==> src/design/tc_params.svh <==
// register map, field positions, reset values and fixed tops
`ifndef TC_PARAMS_SVH
`define TC_PARAMS_SVH
// device byte locations on the 8-bit bus
`define TC_A_CTRL_A 4'h0
`define TC_A_CTRL_B 4'h1
`define TC_A_CNT_L 4'h2
`define TC_A_CNT_H 4'h3
`define TC_A_CAP_L 4'h4
`define TC_A_CAP_H 4'h5
`define TC_A_FLAGS 4'h6
`define TC_A_MASK 4'h7
`define TC_A_COMP 4'h8
// field positions
`define TC_WGM_LO_LSB 0
`define TC_CS_LSB 0
`define TC_WGM_HI_LSB 3
`define TC_EDGE_BIT 6
`define TC_FILT_BIT 7
`define TC_OVF_BIT 0
`define TC_CAP_BIT 5
`define TC_COMPARATOR_CAPTURE_SELECT_BIT 2
// reset values
`define TC_RST_BYTE 8'h00
`define TC_RST_WORD 16'h0000
// fixed tops and extremes
`define TC_TOP_8 16'h00FF
`define TC_TOP_9 16'h01FF
`define TC_TOP_10 16'h03FF
`define TC_MAX 16'hFFFF
`define TC_FILT_LEN 4
// host APB offsets and fields
`define TC_P_REQ 12'h000
`define TC_P_STAT 12'h004
`define TC_P_ACK 12'h008
`define TC_RQ_WDATA_LSB 8
`define TC_RQ_WR_BIT 24
`define TC_RQ_PAIR_BIT 25
`define TC_ST_BUSY_BIT 0
`define TC_ST_OVF_BIT 1
`define TC_ST_CAP_BIT 2
`define TC_ST_DATA_LSB 16
`endif

==> src/design/tc_pkg.sv <==
// shared types of the timer block
package tc_pkg;
  typedef enum logic [1:0] {
    TC_IDLE, TC_FIRST, TC_SECOND, TC_DONE
  } tc_host_state_type;
  typedef logic [7:0] tc_byte_type;
  typedef logic [15:0] tc_word_type;
endpackage

==> src/design/tc_link_if.sv <==
// byte bus and interrupt lines between cpu side and timer
`timescale 1ns/1ps
interface tc_link_if;
  import tc_pkg::*;
  logic [3:0] addr;
  logic wr;
  logic rd;
  tc_byte_type wdata;
  tc_byte_type rdata;
  logic ovf_irq;
  logic cap_irq;
  logic ovf_ack;
  logic cap_ack;
  modport dev (input addr, wr, rd, wdata, ovf_ack, cap_ack,
    output rdata, ovf_irq, cap_irq);
  modport cpu (output addr, wr, rd, wdata, ovf_ack, cap_ack,
    input rdata, ovf_irq, cap_irq);
endinterface

==> src/design/tc_timer.sv <==
// 16-bit up/down timer with input capture on an 8-bit bus
// Notes on behaviour
// - counter seen as two bytes, high via latch
// - low read loads latch; low write commits
// - latch holds its value between accesses
// - software keeps two-byte accesses uninterrupted
// - write high first; read low first
// - clock select picks tick; zero stops
// - counter accessible whether running or not
// - cpu write beats count and clear
// - tick clears, counts up or down; top/bottom
// - four-bit mode split over both controls
// - overflow flag set per mode, interrupt source
// - trigger edge copies counter, sets capture flag
// - enabled flag interrupts; ack or one clears
// - capture low read loads latch with high
// - capture writable only in capture-top modes
// - comparator select switches trigger source
// - source switch may capture; clear flag after
// - triggers share external clock sync and edge
// - filter changes after four agreeing samples
// - filter enable bit adds four clocks
// - capture off in capture-top modes
// - each capture overwrites the capture value
// - driving the pin by port output captures
//
// Added by the designer: the placing of the registers and register access over APB.
`timescale 1ns/1ps
`include "tc_params.svh"
module tc_timer
  import tc_pkg::*;
#(
  parameter int CNT_W = 16
) (
  input wire logic clk,
  input wire logic rst_n,
  tc_link_if.dev io,
  input wire logic [3:0] presc_tick,
  input wire logic external_clock_pin,
  input wire logic capture_input_pin,
  input wire logic comparator_output,
  output logic at_top,
  output logic at_bottom
);
  tc_byte_type timer_control_a;
  tc_byte_type timer_control_b;
  tc_byte_type comparator_control_register;
  tc_byte_type temp_high;
  tc_byte_type irq_mask;
  tc_word_type timer_count;
  tc_word_type capture_value;
  tc_word_type top_value;
  tc_byte_type next_rdata;
  logic count_up;
  logic counter_overflow_flag;
  logic capture_flag;
  logic [3:0] waveform_mode_select;
  logic [2:0] clock_source_select;
  logic dual_slope;
  logic capture_top;
  logic clear_on_top;
  logic ext_lvl;
  logic ext_prev;
  logic cap_lvl;
  logic cap_prev;
  logic timer_tick;
  logic cnt_write;
  logic ovf_event;
  logic capture_event;
  logic trigger_src;

  initial begin
    if (CNT_W != 16) $error("tc_timer: CNT_W must be 16");
  end

  // mode and clock fields gathered from both control bytes
  assign waveform_mode_select = {timer_control_b[`TC_WGM_HI_LSB +: 2],
    timer_control_a[`TC_WGM_LO_LSB +: 2]};
  assign clock_source_select = timer_control_b[`TC_CS_LSB +: 3];
  assign cnt_write = io.wr && (io.addr == `TC_A_CNT_L);

  // top value and counting style per waveform mode
  always_comb begin
    top_value = `TC_MAX;
    dual_slope = 1'b0;
    capture_top = 1'b0;
    clear_on_top = 1'b1;
    case (waveform_mode_select)
      4'h1: begin
        top_value = `TC_TOP_8;
        dual_slope = 1'b1;
      end
      4'h2: begin
        top_value = `TC_TOP_9;
        dual_slope = 1'b1;
      end
      4'h3: begin
        top_value = `TC_TOP_10;
        dual_slope = 1'b1;
      end
      4'h5: top_value = `TC_TOP_8;
      4'h6: top_value = `TC_TOP_9;
      4'h7: top_value = `TC_TOP_10;
      4'h8, 4'hA: begin
        top_value = capture_value;
        dual_slope = 1'b1;
        capture_top = 1'b1;
      end
      4'hC: begin
        top_value = capture_value;
        capture_top = 1'b1;
        clear_on_top = 1'b0;
      end
      4'hE: begin
        top_value = capture_value;
        capture_top = 1'b1;
      end
      default: top_value = `TC_MAX;
    endcase
  end

  // external clock pin through the shared synchroniser
  tc_filt #(.LEN(`TC_FILT_LEN)) u_ext (
    .clk(clk),
    .rst_n(rst_n),
    .din(external_clock_pin),
    .filt_en(1'b0),
    .dout(ext_lvl)
  );

  // trigger source: pin or comparator, same sync and edge logic
  assign trigger_src = comparator_control_register[`TC_COMPARATOR_CAPTURE_SELECT_BIT] ?
    comparator_output : capture_input_pin;
  tc_filt #(.LEN(`TC_FILT_LEN)) u_cap (
    .clk(clk),
    .rst_n(rst_n),
    .din(trigger_src),
    .filt_en(timer_control_b[`TC_FILT_BIT]),
    .dout(cap_lvl)
  );

  // edge detector history for both pins
  always_ff @(posedge clk or negedge rst_n) begin
    if (!rst_n) begin
      ext_prev <= 1'b0;
      cap_prev <= 1'b0;
    end else begin
      ext_prev <= ext_lvl;
      cap_prev <= cap_lvl;
    end
  end

  // tick selection; select zero leaves the counter stopped
  always_comb begin
    case (clock_source_select)
      3'h0: timer_tick = 1'b0;
      3'h1: timer_tick = 1'b1;
      3'h2: timer_tick = presc_tick[0];
      3'h3: timer_tick = presc_tick[1];
      3'h4: timer_tick = presc_tick[2];
      3'h5: timer_tick = presc_tick[3];
      3'h6: timer_tick = ext_prev & ~ext_lvl;
      3'h7: timer_tick = ext_lvl & ~ext_prev;
      default: timer_tick = 1'b0;
    endcase
  end

  // the pin level edge chosen by the edge bit counts, including a source switch
  // or the pin being driven by its own port output
  assign capture_event = ~capture_top
    & (timer_control_b[`TC_EDGE_BIT] ? (cap_lvl & ~cap_prev)
    : (cap_prev & ~cap_lvl));

  assign at_top = (timer_count == top_value);
  assign at_bottom = (timer_count == `TC_RST_WORD);
  assign ovf_event = timer_tick & ~cnt_write & (dual_slope ?
    (~count_up & at_bottom) : (clear_on_top ? at_top :
    (timer_count == `TC_MAX)));

  // counter: cpu write first, then count, clear or turn
  always_ff @(posedge clk or negedge rst_n) begin
    if (!rst_n) begin
      timer_count <= `TC_RST_WORD;
      count_up <= 1'b1;
    end else if (cnt_write) begin
      timer_count <= {temp_high, io.wdata};
    end else if (timer_tick) begin
      if (dual_slope) begin
        if (count_up && at_top) begin
          count_up <= 1'b0;
          timer_count <= timer_count - 16'h0001;
        end else if (!count_up && at_bottom) begin
          count_up <= 1'b1;
          timer_count <= timer_count + 16'h0001;
        end else if (count_up) begin
          timer_count <= timer_count + 16'h0001;
        end else begin
          timer_count <= timer_count - 16'h0001;
        end
      end else begin
        count_up <= 1'b1;
        if (at_top) timer_count <= `TC_RST_WORD;
        else timer_count <= timer_count + 16'h0001;
      end
    end
  end

  // shared high-byte latch: high writes load it, low reads fill it
  always_ff @(posedge clk or negedge rst_n) begin
    if (!rst_n) temp_high <= `TC_RST_BYTE;
    else if (io.wr && (io.addr == `TC_A_CNT_H ||
      io.addr == `TC_A_CAP_H)) temp_high <= io.wdata;
    else if (io.rd && io.addr == `TC_A_CNT_L)
      temp_high <= timer_count[15:8];
    else if (io.rd && io.addr == `TC_A_CAP_L)
      temp_high <= capture_value[15:8];
  end // otherwise held

  // capture value: trigger copies counter, write only as top
  always_ff @(posedge clk or negedge rst_n) begin
    if (!rst_n) capture_value <= `TC_RST_WORD;
    else if (capture_event) capture_value <= timer_count;
    else if (io.wr && io.addr == `TC_A_CAP_L && capture_top)
      capture_value <= {temp_high, io.wdata};
  end

  // sticky flags; a new event beats ack or write-one clear
  always_ff @(posedge clk or negedge rst_n) begin
    if (!rst_n) begin
      counter_overflow_flag <= 1'b0;
      capture_flag <= 1'b0;
    end else begin
      counter_overflow_flag <= ovf_event | (counter_overflow_flag &
        ~(io.ovf_ack | (io.wr && io.addr == `TC_A_FLAGS &&
        io.wdata[`TC_OVF_BIT])));
      capture_flag <= capture_event | (capture_flag &
        ~(io.cap_ack | (io.wr && io.addr == `TC_A_FLAGS &&
        io.wdata[`TC_CAP_BIT])));
    end
  end

  // plain control bytes
  always_ff @(posedge clk or negedge rst_n) begin
    if (!rst_n) begin
      timer_control_a <= `TC_RST_BYTE;
      timer_control_b <= `TC_RST_BYTE;
      irq_mask <= `TC_RST_BYTE;
      comparator_control_register <= `TC_RST_BYTE;
    end else if (io.wr) begin
      case (io.addr)
        `TC_A_CTRL_A: timer_control_a <= io.wdata;
        `TC_A_CTRL_B: timer_control_b <= io.wdata;
        `TC_A_MASK: irq_mask <= io.wdata;
        `TC_A_COMP: comparator_control_register <= io.wdata;
        default: irq_mask <= irq_mask;
      endcase
    end
  end

  assign io.ovf_irq = counter_overflow_flag & irq_mask[`TC_OVF_BIT];
  assign io.cap_irq = capture_flag & irq_mask[`TC_CAP_BIT];

  // read mux; high locations return the latch
  always_comb begin
    next_rdata = `TC_RST_BYTE;
    case (io.addr)
      `TC_A_CTRL_A: next_rdata = timer_control_a;
      `TC_A_CTRL_B: next_rdata = timer_control_b;
      `TC_A_CNT_L: next_rdata = timer_count[7:0];
      `TC_A_CNT_H: next_rdata = temp_high;
      `TC_A_CAP_L: next_rdata = capture_value[7:0];
      `TC_A_CAP_H: next_rdata = temp_high;
      `TC_A_FLAGS: begin
        next_rdata[`TC_OVF_BIT] = counter_overflow_flag;
        next_rdata[`TC_CAP_BIT] = capture_flag;
      end
      `TC_A_MASK: next_rdata = irq_mask;
      `TC_A_COMP: next_rdata = comparator_control_register;
      default: next_rdata = `TC_RST_BYTE;
    endcase
  end

  // read data registered, valid the cycle after the strobe
  always_ff @(posedge clk or negedge rst_n) begin
    if (!rst_n) io.rdata <= `TC_RST_BYTE;
    else if (io.rd) io.rdata <= next_rdata;
  end
endmodule

==> src/design/tc_filt.sv <==
// pin synchroniser with optional agreeing-samples noise filter
`timescale 1ns/1ps
`include "tc_params.svh"
module tc_filt #(
  parameter int LEN = `TC_FILT_LEN
) (
  input wire logic clk,
  input wire logic rst_n,
  input wire logic din,
  input wire logic filt_en,
  output logic dout
);
  logic s1;
  logic s2;
  logic [LEN-1:0] hist;

  initial begin
    if (LEN < 2) $error("tc_filt: LEN must be at least 2");
  end

  // two-stage synchroniser; s1 feeds only s2
  always_ff @(posedge clk or negedge rst_n) begin
    if (!rst_n) begin
      s1 <= 1'b0;
      s2 <= 1'b0;
    end else begin
      s1 <= din;
      s2 <= s1;
    end
  end

  // sample history of the synchronised level
  always_ff @(posedge clk or negedge rst_n) begin
    if (!rst_n) hist <= '0;
    else hist <= {hist[LEN-2:0], s2};
  end

  // output follows only when all samples agree, or directly if bypassed
  always_ff @(posedge clk or negedge rst_n) begin
    if (!rst_n) dout <= 1'b0;
    else if (!filt_en) dout <= s2;
    else if (&hist) dout <= 1'b1;
    else if (~|hist) dout <= 1'b0;
  end
endmodule

==> src/flat_wrapper.sv <==
// flat-port wrapper written by rule: the top's interface ports become plain ports
module tc_timer_flat import tc_pkg::*;
#(
  parameter int CNT_W = 16
)
  (clk, rst_n, presc_tick, external_clock_pin, capture_input_pin, comparator_output, at_top, at_bottom, io_addr, io_wr, io_rd, io_wdata, io_ovf_ack, io_cap_ack, io_rdata, io_ovf_irq, io_cap_irq);
  tc_link_if io_i ();
  input wire logic clk;
  input wire logic rst_n;
  input wire logic [3:0] presc_tick;
  input wire logic external_clock_pin;
  input wire logic capture_input_pin;
  input wire logic comparator_output;
  output logic at_top;
  output logic at_bottom;
  input wire logic [$bits(io_i.addr)-1:0] io_addr;
  input wire logic [$bits(io_i.wr)-1:0] io_wr;
  input wire logic [$bits(io_i.rd)-1:0] io_rd;
  input wire logic [$bits(io_i.wdata)-1:0] io_wdata;
  input wire logic [$bits(io_i.ovf_ack)-1:0] io_ovf_ack;
  input wire logic [$bits(io_i.cap_ack)-1:0] io_cap_ack;
  output wire logic [$bits(io_i.rdata)-1:0] io_rdata;
  output wire logic [$bits(io_i.ovf_irq)-1:0] io_ovf_irq;
  output wire logic [$bits(io_i.cap_irq)-1:0] io_cap_irq;
  assign io_i.addr = io_addr;
  assign io_i.wr = io_wr;
  assign io_i.rd = io_rd;
  assign io_i.wdata = io_wdata;
  assign io_i.ovf_ack = io_ovf_ack;
  assign io_i.cap_ack = io_cap_ack;
  assign io_rdata = io_i.rdata;
  assign io_ovf_irq = io_i.ovf_irq;
  assign io_cap_irq = io_i.cap_irq;
  tc_timer #(.CNT_W(CNT_W)) u_core (.clk(clk), .rst_n(rst_n), .io(io_i), .presc_tick(presc_tick), .external_clock_pin(external_clock_pin), .capture_input_pin(capture_input_pin), .comparator_output(comparator_output), .at_top(at_top), .at_bottom(at_bottom));
endmodule
==> config.mk <==
export PLATFORM = sky130hd
export DESIGN_NAME = tc_timer_flat
export DESIGN_NICKNAME = d
export VERILOG_FILES = /design/src/design/tc_pkg.sv /design/src/design/tc_link_if.sv /design/src/design/tc_timer.sv /design/src/design/tc_filt.sv /design/src/flat_wrapper.sv
export VERILOG_INCLUDE_DIRS = /design/src /design/src/design
export SDC_FILE = /design/constraint.sdc
export NUM_CORES = 1
export LEC_CHECK = 0
export BUFFER_PORTS_ARGS = -buffer_cell sky130_fd_sc_hd__buf_4
export CAP_MARGIN = 20
export CORE_MARGIN = 10
export CORE_UTILIZATION = 38
export CTS_CLUSTER_DIAMETER = 150
export DETAILED_ROUTE_END_ITERATION = 8
export PLACE_DENSITY_LB_ADDON = 0.05
export SLEW_MARGIN = 10
export SYNTH_ARGS = -nofsm -noshare
export SYNTH_HDL_FRONTEND = slang
export SYNTH_SLANG_ARGS = --single-unit
export TNS_END_PERCENT = 100
==> constraint.sdc <==
create_clock -name clk -period 5.55 [get_ports clk]
set_clock_uncertainty 0.05 [all_clocks]
set_input_delay 0.2775 -clock clk [delete_from_list [all_inputs] [get_ports clk]]
set_output_delay 0.2775 -clock clk [all_outputs]
set_load 0.005 [all_outputs]
==> results.cfg, run 1 <==
[timing]
slew_violations = 0
tns_ns = 0
layout_setup_ws_ns = 1.687
min_period_over_period = 0.6960
finalCriticalPeriod_ns = 3.863
setup_viol = 0
worstMarginPinSlew_ns = 1.113
hold_viol = 0
maxSlewHeadroom = 0.2552
rsz0062_at_grt = false
max_freq_mhz = 258.9

[setup_path]
worstSetupPathType = reg -> reg
critPathTopFamily = simple AND/OR/NAND/NOR gates
crit_buf_inv = 0
slowest_stage = nor2_1
reg2reg_depth = 8
cp-startpoint = u_core.timer_control_a[0]
cp-start-kind = register
rr_startpoint = u_core.timer_control_a[0]
crit_path_max_fanout = 20
cp_cell_sequence = or3_4, and3_1, nor4_1, and4_4, a41oi_4, nor2_1, o311ai_0, a311o_1
r2r_slack_ns = 1.69
crit_required_ns = 5.74
end_kind = register
cp_data_arrival_time_ns = 4.05
path_depth = 8
max_stage_delay_ns = 0.89
r2r-end = u_core.timer_count[7]

[finish]
mostFrequentLayoutCell = dfrtp_1
final_cell_mix = dfrtp_1 (94), nor2_1 (76), nand2_1 (59)
area_delta_synth_final_pct = 11.51
multiInputGateArea_um2 = 3120
final_util = 0.4362
antenna_cells = 0
fillerInstances = 1475
stdcell_area_um2 = 6411
nNetsFinal = 672
drive_gt1_frac = 0.1590
seqCellArea_um2 = 2379

[logic_synthesis]
yosysSeqAreaShare = 0.4137
yosysWarnings = 0
synth-edff-count = 0
synth_nets = 668
synth_cell_type_count = 65
async_flop_share = 1.000
ys.flop_type = dfrtp_1
synth_seq_cells = 95
netlist_instances = 640
avgSynthCellArea_um2 = 8.983
syn-cell-area_um2 = 5749

[floorplan]
fp.dieW_um = 143
die-area_um2 = 20450
ioPinCount = 37
core_area_um2 = 14700
die_h_um = 143
start_util = 0.3911
rows = 44

[detailed_routing]
post-route-drc-count = 0
antenna_left = 0
viasPerCell = 6.162
dr_total_vias = 5127
drt-total-wl_mm = 19.34
drt-wirelength-per-cell_um = 23.25
drtIter0Drc = 441
first_pass_iters = 5

[min_path]
worstHoldPathCells = 2
min-delay-path-class = in -> reg
worstHoldStart = capture_input_pin
min_to = u_core.u_cap.s1

[global_routing]
grt_overflow = 0
grt_max_degree = 63
grt_usage = 0.1928
grt_antenna_before_repair = 0
grt_pass1_wl_mm = 30.38
grt_pass1_vias = 5032

[job]
drv_cap = 0

[cts]
cts_tree = yes
clkSinkCount = 95
cts_buffer_depth = 2
cts_resized = 0
cts-root-buf = clkbuf_16
clk_latency_ns = 0.36
htreeDepth = 3
cts_buffers = 9
clk_pin_slew_ns = 0.07

[pwr]
cellPowerDensity_nw_per_um2 = 419.0
p_total_mw = 2.686
leakagePower_nw = 2.603
ir_drop_mv = 0.1737

[placed_design]
port-buffer-count = 36
gp_congestion = 0.9052
place_ws_ns = 1.792
post-dp-hpwl_mm = 13.80
placed_cell_area_um2 = 6075

[run_status]
outcome = finished clean
## cell usage after synthesis, types with 2 or more instances
master / n / share of area
nor4b_1: 3 / 0.0046
buf_2: 8 / 0.0070
a221oi_1: 5 / 0.0076
mux2_2: 35 / 0.069
a22oi_1: 22 / 0.029
and3_1: 17 / 0.018
o211ai_1: 3 / 0.0039
nor2_1: 76 / 0.050
nor4_1: 11 / 0.012
a311oi_1: 6 / 0.0091
o22ai_1: 28 / 0.030
mux2i_1: 25 / 0.044
a311o_1: 3 / 0.0052
nand3_1: 18 / 0.016
or2_2: 2 / 0.0022
a211oi_1: 7 / 0.0091
nor2b_1: 5 / 0.0054
inv_1: 11 / 0.0072
nand2_1: 59 / 0.039
nor3_1: 12 / 0.010
xnor2_1: 2 / 0.0030
o21ai_0: 34 / 0.030
dfrtp_1: 94 / 0.41
nand2b_1: 4 / 0.0044
nand3b_1: 5 / 0.0065
a31oi_1: 7 / 0.0076
or3_1: 6 / 0.0065
o311ai_0: 2 / 0.0030
buf_1: 2 / 0.0013
nor3b_1: 2 / 0.0026
and4_1: 2 / 0.0030
ha_1: 3 / 0.0065
or4b_1: 3 / 0.0052
xor2_1: 4 / 0.0061
o31ai_1: 4 / 0.0052
clkbuf_1: 37 / 0.024
and2_1: 8 / 0.0087
o221ai_1: 5 / 0.0076
or4_1: 2 / 0.0026
a21oi_1: 32 / 0.028
o32ai_1: 2 / 0.0030
## cells by family after synthesis
kind of cell	count (synthesis)	synth area share
compound gates	169	0.1948
xor+xnor	6	0.009140
fa+ha+maj	3	0.006530
buf+inv	61	0.04353
flops	95	0.4137
mux	60	0.1121
simple gates	246	0.2202
## flip-flops by register name, indices dropped and copies added, names as in the netlist, 4 cells and up
register,cells
u_core.io.rdata,8
u_core.capture_value,16
u_core.irq_mask,8
u_core.timer_control_a,8
u_core.u_cap.hist,4
u_core.timer_count,16
u_core.comparator_control_register,8
u_core.temp_high,8
u_core.timer_control_b,8
## through the flow
step | hold WS, ns | std cells
finish | 0.1014 | 832
global route | 0.1073 | 832
CTS | 0.09186 | 832
detailed placement | 0.2281 | 815
global placement | 0.2202 | 815
floorplan | -0.06809 | 640
## per-layer routing
| layer | GRT usage | part of all wire | vias up |
|---|---|---|---|
| met1 | 0.2624 | 0.47 | 2571 |
| met5 | 0 | 0 | - |
| met4 | 0.06515 | 0.015 | 0 |
| met2 | 0.3050 | 0.47 | 150 |
| li1 | - | - | 2386 |
| met3 | 0.02985 | 0.041 | 20 |
## layout make-up
class	instances	area share
sequential	95	0.3710
inverter	12	0.007026
tap	184	0.03591
timing repair buffer	42	0.04996
clock inverter	6	0.01425
multi-input combinational	484	0.4867
clock buffer	9	0.03513
## report_power, final
group          internal (mW)  switching, mW
logic                  0.352          0.451
registers              0.868          0.327
clock network          0.397          0.291
total                   1.62           1.07
## what timing repair did
action | 4_1_cts | 5_1_grt
hold buffers | 2 | 0
buffers inserted | 0 | 0
hold endpoints to repair | 33 | 0
## worst max path at each step
stage                             end  slack, ns
2_1_floorplan  u_core.timer_count[15]       2.68
3_3_place_gp    u_core.timer_count[7]       1.90
3_5_place_dp    u_core.timer_count[7]       1.79
4_1_cts         u_core.timer_count[7]       1.78
5_1_grt         u_core.timer_count[7]       1.38
6_report        u_core.timer_count[7]       1.69
Note: power is estimated with default switching activity, not from simulation.
==> run 2: changes to the inputs <==
clock period = 3.94 ns   (was 5.55 ns; I/O delays follow)
==> run 2 against run 1 <==
Flip-flop and latch count is the same; combinational power is 63% higher; sequential share of layout area shrank 0.65 points; cell count up 1.8%; total power grew 44%; die area stayed put; fmax grew 12%; global-route usage up 0.073 points; highest routed layer unchanged; final area is 1.8% higher; critical endpoint unchanged; first-iteration DRC count grew 17%.
==> results.cfg, run 2 (synthesis gave the netlist of run 1 again) <==
[global_routing]
grt_pass1_wl_mm = 30.56
grt_antenna_before_repair = 0
grt_overflow = 0
grt_usage = 0.1935
grt_pass1_vias = 4991
grt_max_degree = 39

[detailed_routing]
antenna_left = 0
post-route-drc-count = 0
drt-total-wl_mm = 19.76
first_pass_iters = 5
drt-wirelength-per-cell_um = 23.33
dr_total_vias = 5265
drtIter0Drc = 515
viasPerCell = 6.216

[timing]
max_freq_mhz = 291.0
layout_setup_ws_ns = 0.5034
setup_viol = 0
finalCriticalPeriod_ns = 3.437
min_period_over_period = 0.8722
maxSlewHeadroom = 0.3946
worstMarginPinSlew_ns = 0.9048
slew_violations = 0
hold_viol = 0
tns_ns = 0
rsz0062_at_grt = false

[finish]
final_util = 0.4440
nNetsFinal = 686
largestRegisters = u_core.capture_value: 16 flops, u_core.timer_count: 16 flops
final_cell_mix = dfrtp_1 (94), nor2_1 (76), nand2_1 (59)
drive_gt1_frac = 0.1780
mostFrequentLayoutCell = dfrtp_1
fillerInstances = 1462
area_delta_synth_final_pct = 13.51
antenna_cells = 0

[cts]
cts_buffers = 9
clk_latency_ns = 0.35
clk_pin_slew_ns = 0.07
postCtsSetupBuffers = 0
cts_tree = yes
cts-root-buf = clkbuf_16
clkSinkCount = 95
htreeDepth = 3
cts_buffer_depth = 2

[setup_path]
crit_buf_inv = 1
critPathTopFamily = compound AO/OA/AOI/OAI gates
crit_required_ns = 4.12
cp_data_arrival_time_ns = 3.62
worstSetupPathType = reg -> reg
crit_path_max_fanout = 20
cp-start-kind = register
cp_cell_sequence = nand2b_1, a2111oi_1, a311oi_1, nor3b_2, a41oi_4, nor2_1, buf_4, o311ai_0, a311o_1
end_kind = register
max_stage_delay_ns = 0.66
slowest_stage = dfrtp_1

[placed_design]
place_ws_ns = 0.4628
port-buffer-count = 36
post-dp-hpwl_mm = 14.37
gp_congestion = 0.9372

[floorplan]
core_area_um2 = 14700
die-area_um2 = 20450
fp.dieW_um = 143
start_util = 0.3911
rows = 44
die_h_um = 143
ioPinCount = 37

[pwr]
cellPowerDensity_nw_per_um2 = 592.1
leakagePower_nw = 2.669
ir_drop_mv = 0.2487

[job]
drv_cap = 0

[run_status]
outcome = finished clean

[min_path]
min-delay-path-class = in -> reg
## run 2: changes by cell type in the layout (fill, tap and decap cells not counted), sizes merged
| cell | delta |
|---|---|
| clkinv | +1 |
| inv | -1 |
| buf | +14 |
| clkbuf | +1 |
## run 2: routing by layer
metal	part of all wire	up-vias	track usage	routed length, um
met2	0.48	197	0.3153	9444
met5	0	-	0	0
met1	0.45	2640	0.2616	8982
li1	-	2409	-	-
met3	0.056	19	0.03781	1115
met4	0.011	0	0.03692	216
## run 2: area by class of cell
cell class,count,area [um^2],share of cell area
multi-input combinational,484,3127,0.4791
inverter,12,45.04,0.006902
sequential,95,2379,0.3645
tap,184,230.2,0.03528
timing repair buffer,56,425.4,0.06518
clock buffer,10,229.0,0.03508
clock inverter,6,91.34,0.01400
## run 2: final timing paths
kind                                           start                                    end  slack [ns]  cells after the start
setup / recovery           u_core.timer_control_b[4]                  u_core.timer_count[7]        0.50                      9
hold / removal                     comparator_output                        u_core.u_cap.s1        0.03                      2
setup reg to reg           u_core.timer_control_b[4]                  u_core.timer_count[7]        0.50                      9
hold reg to reg                      u_core.u_cap.s1                        u_core.u_cap.s2        0.31                      0
max in group asynchronous                      rst_n  u_core.comparator_control_register[1]        2.70                      3
min in group asynchronous                      rst_n                  u_core.timer_count[4]        0.33                      2
## run 2: metrics by stage
step                      cells  power (mW)  cell area (um^2)  hold WS [ns]
final                       847       3.864              6526       0.02859
after detailed placement    829       2.898              6180        0.1825
after CTS                   847       3.870              6520       0.02159
after global placement      829       2.885              6180        0.1813
after global routing        847       4.101              6526       0.02788
after floorplan             640       2.380              5749       -0.1486
## run 2: timing repair
action | CTS | global route
hold buffers | 2 | 0
endpoints found under the hold margin | 36 | 0
gates resized for setup | 0 | 1
setup endpoints to repair | 0 | 1
## run 2: power by group
group	switching [mW]	total [mW]	internal, mW
registers	0.368	1.59	1.22
clock network	0.402	0.964	0.562
logic	0.767	1.31	0.541
